$ cat src/tw_pkg.sv
package tw_pkg;
	// memory locations
	localparam logic [7:0] ADDR_BUS_ADDRESS   = 8'h80;
	localparam logic [7:0] ADDR_FUNC_CMD      = 8'hfe;
	// field layout of the bus address setting
	localparam int         ADDR_FIELD_LSB     = 1;
	localparam int         ADDR_FIELD_W       = 7;
	// factory default bus address, 1011001b
	localparam logic [6:0] FACTORY_ADDRESS    = 7'h59;
	localparam logic [7:0] FACTORY_SETTING    = 8'hb2;
	// copy command for nonvolatile block 1
	localparam logic [7:0] CMD_COPY_BLOCK     = 8'h48;
	localparam logic [7:0] BLOCK1_LOW         = 8'h80;
	localparam logic [7:0] BLOCK1_HIGH        = 8'h9f;
	// reads of the function command location return all ones
	localparam logic [7:0] READ_FILL          = 8'hff;
	localparam int         MEM_DEPTH          = 256;
	localparam int         BITS_PER_BYTE      = 8;
	localparam logic [3:0] ACK_BIT_INDEX      = 4'h8;
	// bus clock limit and the system clock
	localparam int         BUS_MAX_KHZ        = 400;
	localparam int         CLK_MHZ            = 125;
	// fastest bus half period in system cycles, rounded down
	localparam int         HALF_PERIOD_CYC    = (CLK_MHZ * 1000) / (2 * BUS_MAX_KHZ);
endpackage

$ cat src/tw_buf2.sv
`timescale 1ns/10ps
// two-entry buffer between the bus engine and the memory
module tw_buf2 #(
	parameter int WIDTH = 16
) (
	input  wire logic             clk,
	input  wire logic             rst_b,
	input  wire logic             in_valid,
	output logic                  in_ready,
	input  wire logic [WIDTH-1:0] in_data,
	output logic                  out_valid,
	input  wire logic             out_ready,
	output logic [WIDTH-1:0]      out_data
);
	logic [WIDTH-1:0] slot_q [2];
	logic             wr_ptr_q;
	logic             rd_ptr_q;
	logic [1:0]       count_q;
	logic             push;
	logic             pop;

	// handshake terms
	assign in_ready  = (count_q != 2'h2);
	assign out_valid = (count_q != 2'h0);
	assign out_data  = slot_q[rd_ptr_q];
	assign push      = in_valid && in_ready;
	assign pop       = out_valid && out_ready;

	// storage
	always_ff @(posedge clk or negedge rst_b)
	begin
		if (!rst_b)
		begin
			slot_q[0] <= '0;
			slot_q[1] <= '0;
		end
		else if (push)
			slot_q[wr_ptr_q] <= in_data;
	end

	// pointers and fill level
	always_ff @(posedge clk or negedge rst_b)
	begin
		if (!rst_b)
		begin
			wr_ptr_q <= 1'b0;
			rd_ptr_q <= 1'b0;
			count_q  <= 2'h0;
		end
		else
		begin
			if (push)
				wr_ptr_q <= ~wr_ptr_q;
			if (pop)
				rd_ptr_q <= ~rd_ptr_q;
			count_q <= count_q + {1'b0, push} - {1'b0, pop};
		end
	end
endmodule

$ cat src/two_wire_slave_port.sv
`timescale 1ns/10ps
// Functional notes
// slave only; responds to one programmable 7-bit address on a shared bus
// data line is input when receiving, open-drain low only when returning
// any bus clock up to 400kHz works without configuration
// master starts transactions, makes the clock, START and STOP
// one bit per clock; data change while clock high is START or STOP
// bus idle when both lines high; STOP returns bus to idle
// START is data falling with clock high, STOP data rising
// repeated START ends one transaction and begins the next
// acknowledge: pull data low before ninth rising edge until clock falls
// not-acknowledge: data released through the acknowledge clock
// master should watch acknowledges and retry failed transfers
// bytes are eight bits, MSb first, acknowledge after the LSb
// multibyte values MSB first at the even address
// while idle, watch for START then a possibly matching address
// acknowledge on match in the clock period after direction bit
// bus address defaults to 1011001 and software can change it
// bus address lives at location 80h and is written there
// new address takes effect once the write to 80h completes
// commit address to nonvolatile store only on block 1 copy
// after power cycle without copy, the committed address returns
// direction bit 0 selects write, 1 selects read
// address setting holds the address in bits 7..1, bit 0 reserved
// master ends a read by not acknowledging the last byte
// memory address advances after each byte's LSb
// on mismatch keep data released and ignore traffic until START
// both bus lines synchronised; edges found on synchronised samples
module two_wire_slave_port #(
	parameter logic [7:0] NV_SETTING_INIT = tw_pkg::FACTORY_SETTING
) (
	input  wire logic clk,
	input  wire logic rst_b,
	input  wire logic bus_clk_in,
	input  wire logic bus_data_in,
	output logic      bus_data_out,
	output logic      bus_data_oe,
	output logic [6:0] target_bus_address,
	output logic       busy
);
	typedef enum logic [4:0] {
		ST_IDLE = 5'h01,
		ST_ADDR = 5'h02,
		ST_RECV = 5'h04,
		ST_SEND = 5'h08,
		ST_WAIT = 5'h10
	} state_t;

	state_t     state_q;
	logic [1:0] scl_sync_q;
	logic [1:0] sda_sync_q;
	logic       scl_prev_q;
	logic       sda_prev_q;
	logic       scl_rise;
	logic       scl_fall;
	logic       start_cond;
	logic       stop_cond;
	logic [3:0] bit_cnt_q;
	logic [7:0] shift_q;
	logic       is_read_q;
	logic       have_ptr_q;
	logic       ack_phase_q;
	logic       drive_low_q;
	logic       nacked_q;
	logic [7:0] ptr_q;
	logic [7:0] mem_q [tw_pkg::MEM_DEPTH];
	logic [7:0] setting_q;
	logic [7:0] nv_setting_q = NV_SETTING_INIT;
	logic [7:0] live_setting;
	logic       use_live_q;
	logic [7:0] rd_next;
	logic       wr_valid;
	logic       wr_ready;
	logic [15:0] wr_word;
	logic       mem_valid;
	logic [15:0] mem_word;

	// address field of a setting byte
	function automatic logic [6:0] addr_of(input logic [7:0] s);
		addr_of = s[tw_pkg::ADDR_FIELD_LSB +: tw_pkg::ADDR_FIELD_W];
	endfunction

	// read data, all ones at the function command location
	function automatic logic [7:0] read_byte(input logic [7:0] a,
		input logic [7:0] set);
		if (a == tw_pkg::ADDR_BUS_ADDRESS)
			read_byte = set;
		else if (a == tw_pkg::ADDR_FUNC_CMD)
			read_byte = tw_pkg::READ_FILL;
		else
			read_byte = mem_q[a];
	endfunction

	// both lines through two flops before any logic
	always_ff @(posedge clk or negedge rst_b)
	begin
		if (!rst_b)
		begin
			scl_sync_q <= 2'h3;
			sda_sync_q <= 2'h3;
			scl_prev_q <= 1'b1;
			sda_prev_q <= 1'b1;
		end
		else
		begin
			scl_sync_q <= {scl_sync_q[0], bus_clk_in};
			sda_sync_q <= {sda_sync_q[0], bus_data_in};
			scl_prev_q <= scl_sync_q[1];
			sda_prev_q <= sda_sync_q[1];
		end
	end

	// edge and condition detection on synchronised samples
	assign scl_rise   = scl_sync_q[1] && !scl_prev_q;
	assign scl_fall   = !scl_sync_q[1] && scl_prev_q;
	// sampling at 125MHz leaves margin at the 400kHz limit, see
	assign start_cond = scl_sync_q[1] && scl_prev_q && sda_prev_q
		&& !sda_sync_q[1];
	assign stop_cond  = scl_sync_q[1] && scl_prev_q && !sda_prev_q
		&& sda_sync_q[1];

	// committed copy rules until the address is rewritten, see
	assign live_setting = use_live_q ? setting_q : nv_setting_q;
	assign target_bus_address = addr_of(live_setting);
	// next byte to return, all ones at the function command location
	assign rd_next = read_byte(ptr_q, live_setting);
	assign busy = (state_q != ST_IDLE);

	// open-drain: only ever drive low, see
	assign bus_data_out = 1'b0;
	assign bus_data_oe  = drive_low_q;

	// byte protocol engine
	always_ff @(posedge clk or negedge rst_b)
	begin
		if (!rst_b)
		begin
			state_q     <= ST_IDLE;
			bit_cnt_q   <= 4'h0;
			shift_q     <= 8'h00;
			is_read_q   <= 1'b0;
			have_ptr_q  <= 1'b0;
			ack_phase_q <= 1'b0;
			drive_low_q <= 1'b0;
			nacked_q    <= 1'b0;
			ptr_q       <= 8'h00;
		end
		else if (start_cond)
		begin
			// start and repeated start restart address phase, see
			state_q     <= ST_ADDR;
			bit_cnt_q   <= 4'h0;
			ack_phase_q <= 1'b0;
			drive_low_q <= 1'b0;
			have_ptr_q  <= 1'b0;
		end
		else if (stop_cond)
		begin
			state_q     <= ST_IDLE;
			drive_low_q <= 1'b0;
			ack_phase_q <= 1'b0;
		end
		else
		begin
			unique case (state_q)
				ST_IDLE, ST_WAIT:
				begin
					drive_low_q <= 1'b0;
				end
				ST_ADDR, ST_RECV:
				begin
					if (scl_rise && !ack_phase_q)
					begin
						shift_q   <= {shift_q[6:0], sda_sync_q[1]};
						bit_cnt_q <= bit_cnt_q + 4'h1;
					end
					if (scl_fall && !ack_phase_q
						&& bit_cnt_q == tw_pkg::ACK_BIT_INDEX)
					begin
						if (state_q == ST_ADDR)
						begin
							if (shift_q[7:1] == target_bus_address)
							begin
								drive_low_q <= 1'b1;
								ack_phase_q <= 1'b1;
								is_read_q   <= shift_q[0];
							end
							else
								state_q <= ST_WAIT;
						end
						else
						begin
							drive_low_q <= wr_ready; // full buffer: NACK, see
							ack_phase_q <= 1'b1;
						end
					end
					else if (scl_fall && ack_phase_q)
					begin
						// release after ack clock falls, see
						ack_phase_q <= 1'b0;
						bit_cnt_q   <= 4'h0;
						if (state_q == ST_ADDR && is_read_q)
						begin
							state_q     <= ST_SEND;
							shift_q     <= rd_next;
							drive_low_q <= ~rd_next[7];
						end
						else
						begin
							drive_low_q <= 1'b0;
							state_q     <= ST_RECV;
							if (state_q == ST_RECV && drive_low_q)
							begin
								if (!have_ptr_q)
								begin
									ptr_q      <= shift_q;
									have_ptr_q <= 1'b1;
								end
								else
									ptr_q <= ptr_q + 8'h01;
							end
						end
					end
				end
				ST_SEND:
				begin
					if (scl_fall && !ack_phase_q)
					begin
						if (bit_cnt_q == 4'h7)
						begin
							drive_low_q <= 1'b0; // master acks, see
							ack_phase_q <= 1'b1;
							ptr_q       <= ptr_q + 8'h01;
						end
						else
						begin
							shift_q     <= {shift_q[6:0], 1'b0};
							drive_low_q <= ~shift_q[6];
							bit_cnt_q   <= bit_cnt_q + 4'h1;
						end
					end
					else if (scl_rise && ack_phase_q)
						nacked_q <= sda_sync_q[1];
					else if (scl_fall && ack_phase_q)
					begin
						ack_phase_q <= 1'b0;
						bit_cnt_q   <= 4'h0;
						if (nacked_q)
							state_q <= ST_WAIT;
						else
						begin
							shift_q     <= rd_next;
							drive_low_q <= ~rd_next[7];
						end
					end
				end
				default:
					state_q <= ST_IDLE;
			endcase
		end
	end

	// acknowledged data byte goes to the buffer as address and data
	assign wr_valid = (state_q == ST_RECV) && ack_phase_q && drive_low_q
		&& scl_fall && have_ptr_q;
	assign wr_word  = {ptr_q, shift_q};

	tw_buf2 #(
		.WIDTH (16)
	) u_wr_buf (
		.clk       (clk),
		.rst_b     (rst_b),
		.in_valid  (wr_valid),
		.in_ready  (wr_ready),
		.in_data   (wr_word),
		.out_valid (mem_valid),
		.out_ready (1'b1),
		.out_data  (mem_word)
	);

	// shadow memory writes
	always_ff @(posedge clk)
	begin
		if (mem_valid)
			mem_q[mem_word[15:8]] <= mem_word[7:0];
	end

	// live address setting; rst_b falls back to the committed copy
	always_ff @(posedge clk or negedge rst_b)
	begin
		if (!rst_b)
		begin
			setting_q  <= tw_pkg::FACTORY_SETTING;
			use_live_q <= 1'b0;
		end
		else if (mem_valid && mem_word[15:8] == tw_pkg::ADDR_BUS_ADDRESS)
		begin
			setting_q  <= mem_word[7:0];
			use_live_q <= 1'b1;
		end
	end

	// committed copy has no reset, so it outlives rst_b (power cycle)
	always_ff @(posedge clk)
	begin
		if (mem_valid && mem_word[15:8] == tw_pkg::ADDR_FUNC_CMD
			&& mem_word[7:0] == tw_pkg::CMD_COPY_BLOCK)
			nv_setting_q <= live_setting;
	end
endmodule

$ cat config.mk
export PLATFORM = sky130hd
export DESIGN_NAME = two_wire_slave_port
export DESIGN_NICKNAME = d
export VERILOG_FILES = /design/src/tw_pkg.sv /design/src/tw_buf2.sv /design/src/two_wire_slave_port.sv
export SDC_FILE = /design/constraint.sdc
export NUM_CORES = 2
export LEC_CHECK = 0
export ABC_AREA = 1
export BUFFER_PORTS_ARGS = -buffer_cell sky130_fd_sc_hd__buf_2
export CAP_MARGIN = 20
export CORE_MARGIN = 4
export CORE_UTILIZATION = 40
export DETAILED_ROUTE_END_ITERATION = 8
export PLACE_DENSITY = 0.5
export RECOVER_POWER = 25
export SLEW_MARGIN = 20
export SYNTH_ARGS = -nofsm -noshare
export SYNTH_HDL_FRONTEND = slang
export SYNTH_HIERARCHICAL = 1
export SYNTH_SLANG_ARGS = --single-unit
$ cat constraint.sdc
create_clock -name clk -period 7.1 [get_ports clk]
set_clock_uncertainty 0.15 [all_clocks]
set_input_delay 1.42 -clock clk [delete_from_list [all_inputs] [get_ports clk]]
set_output_delay 1.42 -clock clk [all_outputs]
set_load 0.005 [all_outputs]
Word level (Yosys, flattened, before mapping)
Memory sizes are Yosys's and may differ from the RTL's.
Cells that the tools add are included.
W data, S select, Z words.

word-level totals
  word-level logic and storage cells = 209
  memories = 1
  output and inout bits = 10
  bits in registers = 89
  bits in writable memories = 2,048

memory list
  memory  words  width  rd ports  clocked after memory_dff  write ports  line                       text
  mem_q   256    8      1         0                         1            two_wire_slave_port.sv:66  logic [7:0] mem_q [tw_pkg::MEM_DEPTH];

cells by class
  $add $sub $neg = 4
  eq/ne operators = 44
  bitwise gates (word level) = 9
  order comparisons = 3
  multiplexer cells = 80
  reduce and logical (&&, ||, !) cells = 47

operators by type and width
  kind                   number
  $mux W8                19
  $mux W16               4
  $mux W5                10
  $mux W4                10
  $ne A5 B5 Y1 const B   7
  $bwmux W32             1
  $eq A8 B8 Y1 const B   4
  $pmux W8 S2            2
  $mux W1                29
  $ne A4 B4 Y1 const B   7
  $logic_and A1 B1 Y1    23
  $ne A2 B2 Y1 const B   10
  $reduce_and A6 Y1      3
  $demux W16 S1          1
  $ne A3 B3 Y1 const B   5
  $pmux W5 S3            1
  $reduce_and A5 Y1      2
  $reduce_bool A2 Y1     5
  $reduce_and A9 Y1      1
  $add A8 B1 Y8 const B  1
  $eq A8 B7 Y1 const B   1
  $pmux W4 S2            1
  $reduce_and A8 Y1      1
  $eq A7 B7 Y1           1
  other kinds (25)       38

Depth between registers and ports, before layout
  depth in word-level cells = 11
  gate-level depth with buffers = 23
  mapped depth without buffers = 20

By module
Netlist, hierarchy kept.

modules (own cells, without submodules)
  module               cells each  times used  area an instance (um^2)
  two_wire_slave_port  6,930       1           85,100.4
  tw_buf2              223         1           1,865.5

Worst setup path after synthesis
Ideal clock, no wire load.

  path kind = register to register
  from = reg u_wr_buf.rd_ptr_q
  to = reg nv_setting_q[0] (enable)
  path buffers = 2
  data arrival time = 4.743 ns
  cell stages (with the launch flop) = 9
  slack = 1.875 ns
  data required time = 6.618 ns
  cell sequence = dfrtp_1 buf_2 inv_2 buf_2 nand2_1 nand2_1 inv_1 nor4_1 and3_1

between the ends
  elaborated cells between the ends (all ways) = 8
  classes of those cells = 2 x eq/ne; 3 x mux; 1 x bitwise; 2 x reduce/logical

RTL lines
  element                                       line                        text
  start, declared                               tw_buf2.sv:17               logic rd_ptr_q;
  start signal, assigned                        tw_buf2.sv:55               rd_ptr_q <= ~rd_ptr_q;
  $not A1 Y2 (not written as such)              tw_buf2.sv:25               assign out_data = slot_q[rd_ptr_q];
  $mux W16 (not written as such) (3 in series)  tw_buf2.sv:25
  net mem_word[6]                               two_wire_slave_port.sv:76   logic [15:0] mem_word;
  $eq A8 B7 Y1                                  two_wire_slave_port.sv:307  && mem_word[7:0] == tw_pkg::CMD_COPY_BLOCK)
  $logic_and A1 B1 Y1                           two_wire_slave_port.sv:307
  end signal, assigned                          two_wire_slave_port.sv:308  nv_setting_q <= live_setting;
  end, declared                                 two_wire_slave_port.sv:68   logic [7:0] nv_setting_q = NV_SETTING_INIT;

The timed path passes the listed nets, and every way through them passes these cells. The select of a mux whose other input is x is not followed.
A chain may end at the register's enable or synchronous reset.

Final worst setup path
  from = reg u_wr_buf.rd_ptr_q
  to = mem mem_q[127][2] (data pin)

between the ends
  word-level cells in the longest chain between the ends = 4

ends and longest elaborated chain
  element                                       line
  $not A1 Y2 (not written as such)              tw_buf2.sv:25
  $mux W16 (not written as such) (3 in series)  tw_buf2.sv:25
  net mem_word[2]                               two_wire_slave_port.sv:76
  end, declared                                 two_wire_slave_port.sv:66

The timed path passes the listed nets, and every way through them passes these cells. The select of a mux whose other input is x is not followed.

==> results.ini <==
[routing]
routed_wl_um=254000
wl_per_cell_um=25.4
post-route-drc-count=2
dr.pass1.iters=8
avgViaCountPerCell=5.55
drtAntennaViolNets=0
dr_total_vias=55600
drtIter0Drc=6368

[placed_design]
post-dp-hpwl_um=137000
placed_area_um2=89100
io_buffers=12
place_congestion=0.858

[synthesis]
synth_cell_types=56
synth_edf_count=2056
syn_area_per_cell_um2=12.2
synth-seq-area-share=0.733
ys_warn_count=6
syn_inst=7153
async_flop_share=0.0379
synth_area_um2=87000
ys.flop_type=edfxtp_1
synth-seq-cells=2137

[clock_network]
cts.sinks=2137
cts_resized=0
path_clk_slew_ns=0.06
cts_buffer_depth=3
root_buffer=clkbuf_16
htree_num_levels=4
cts-hold-fix-buffers=0
cts_setup_buffers=0
worstSkewPairLatency_ns=0.86
cts_buffers=221
cts_tree=built

[layout]
fin_area_um2=95900
area_growth_pct=10.2
fin_nets=7011
layout_common_cells=2056 x edfxtp_1, 1374 x nor2_1, 990 x o21ai_0, 980 x nand2_1, 421 x o22ai_1
final_common_cell=edfxtp_1
layout-drive-gt1-share=0.0635

[grt]
grt_first_pass_wirelength_um=371000
antenna_found_initial=12
met2_usage=0.341
top_usage_layer=met2
grt_max_degree=215
grt_overflow=0
grt_pass1_vias=52900
grtUsageMet1=0.323
track_usage=0.222
met3_usage=0.0387

[min_path]
hold_path_class=reg2reg
hold_start=sda_sync_q[0]
whs_path_depth=0

[floorplanning]
ios=14
die_w_um=474
die_y_um=474
num_rows=170
start_util=0.404
core_area_um2=215000
die-area_um2=225000

[worst_setup_path]
r2r_cells=4
cp_cell_sequence=inv_1 -> nand2_1 -> nand2_1 -> clkbuf_1
critPathRequiredTime_ns=7.27
critPathMaxStageDelay_ns=1.85
arrival_ns=5.68
cpMaxStageDelayCell=nand2_1
path_depth=4
cp_max_fo=52
endpoint_kind=flop
path_buf_inv=2
crit_family=buffers and inverters
worst_setup_path_start_kind=flop
critPathLaunch=u_wr_buf/rd_ptr_q
cp_common_cell=nand2_1
rr_startpoint=u_wr_buf/rd_ptr_q
path_class=reg2reg

[timing]
final.min_clock_period_ns=5.51
finalHoldViolCount=0
hold-worst-slack_ns=0.215
setup_viol=0
fin_crit_sh=0.777
slew_violations=592
setup_tns_ns=0
max_freq_mhz=181
worstMarginPinSlew_ns=3.10
slew_headroom=-1.07
rsz0062_at_grt=no

[power]
leakagePower_nw=27.8
powerDensity_nw_per_um2=363
max-vdd-ir-drop_mv=0.447
p_total_mw=34.8

[status]
outcome=finished with violations
failed_checks=design-rule violations, max-capacitance violations, max-slew violations

[job]
cap_violations=12

[logic make-up after synthesis]
logic type | share of synthesized area
AOI/OAI and AO/OA | 0.102
xor gates and xnor gates | 0.000906
adders and majority gates | 0.000863
buffers and inverters | 0.0391
DFF | 0.733
other | 0.0000864
and+or+nand+nor | 0.123
[worst reg2reg max path, delay by kind of cell, from the launching register on]
family,cells,cell delay (ns)
AND/OR/NAND/NOR,2,1.96
buffers and inverters,2,2.24
flip-flops,1,0.60
[sequential cells by signal, indices dropped and copies added (netlist names)]
signal / count
ack_phase_q: 1
bit_cnt_q: 4
bus_data_oe: 1
have_ptr_q: 1
is_read_q: 1
mem_q: 2048
nacked_q: 1
nv_setting_q: 8
ptr_q: 8
scl_prev_q: 1
scl_sync_q: 2
sda_prev_q: 1
sda_sync_q: 2
setting_q: 8
shift_q: 8
state_q: 5
u_wr_buf/count_q: 2
u_wr_buf/rd_ptr_q: 1
u_wr_buf/slot_q: 32
u_wr_buf/wr_ptr_q: 1
use_live_q: 1
[per-stage QoR]
stage / std cells / setup slack [ns] / utilization
after global placement: 9615 / 2.59 / 0.413
after detailed placement: 9615 / 2.71 / 0.413
after floorplan: 7154 / 1.88 / -
final: 10000 / 1.59 / 0.445
after global routing: 10000 / 1.23 / 0.445
after CTS: 10000 / 2.68 / 0.445
[area by class of cell]
cell class,count,area (um2)
clock buffers,291,5860
diodes,3,7.51
multi-input cells,4339,19800
repair buffers,101,1010
fillers,19700,120000
well taps,2838,3550
clock inverters,111,1070
inverters,201,795
flip-flops and latches,2137,63800
[power by group]
group,leakage (nW),internal [mW],switching (mW)
clock,3.38,6.41,4.88
combinational,9.20,2.24,7.34
sequential,15.2,13.7,0.278
total,27.8,22.3,12.5
[layer usage]
layer / routed length, um / up-vias
met5: 0 / -
met4: 7800 / 0
met3: 17600 / 360
met2: 115000 / 1945
met1: 114000 / 27900
li1: - / 25400
[cell usage after synthesis (2+ instances only)]
cell type,n,share of area
ha_1,6,0.00086
nand4_1,117,0.0084
a211oi_1,7,0.00060
dfrtp_1,70,0.020
clkbuf_1,180,0.0078
nand2_2,29,0.0021
o31ai_1,2,0.00017
nand3_1,150,0.0086
nor4_1,3,0.00022
buf_8,2,0.00035
buf_6,45,0.0058
buf_2,170,0.0098
o21ai_1,51,0.0029
a22o_1,10,0.0010
inv_2,10,0.00043
o211ai_1,10,0.00086
xnor2_1,2,0.00020
nor3_1,9,0.00052
o21a_1,2,0.00017
buf_4,61,0.0053
nor2_2,2,0.00014
edfxtp_1,2056,0.71
inv_1,187,0.0081
inv_4,2,0.00014
buf_12,3,0.00069
conb_1,2,0.000086
o21ai_0,990,0.057
buf_1,16,0.00069
dfstp_2,11,0.0033
nand3_4,2,0.00040
a22oi_1,7,0.00060
a21oi_1,121,0.0070
o221a_2,5,0.00065
nand2_1,986,0.043
a2bb2oi_1,2,0.00020
nor2_1,1378,0.059
xor2_1,7,0.00070
o22ai_1,421,0.030
a31oi_1,2,0.00014
[final timing paths]
kind,endpoint,slack (ns)
min in group asynchronous,setting_q[3],0.44
worst min register to register,sda_sync_q[1],0.21
worst max-delay path,mem_q[127][2],1.59
worst min-delay path,sda_sync_q[1],0.21
max in group asynchronous,ptr_q[0],4.73
worst max register to register,mem_q[127][2],1.59
Power figures use the tool's default switching activity.
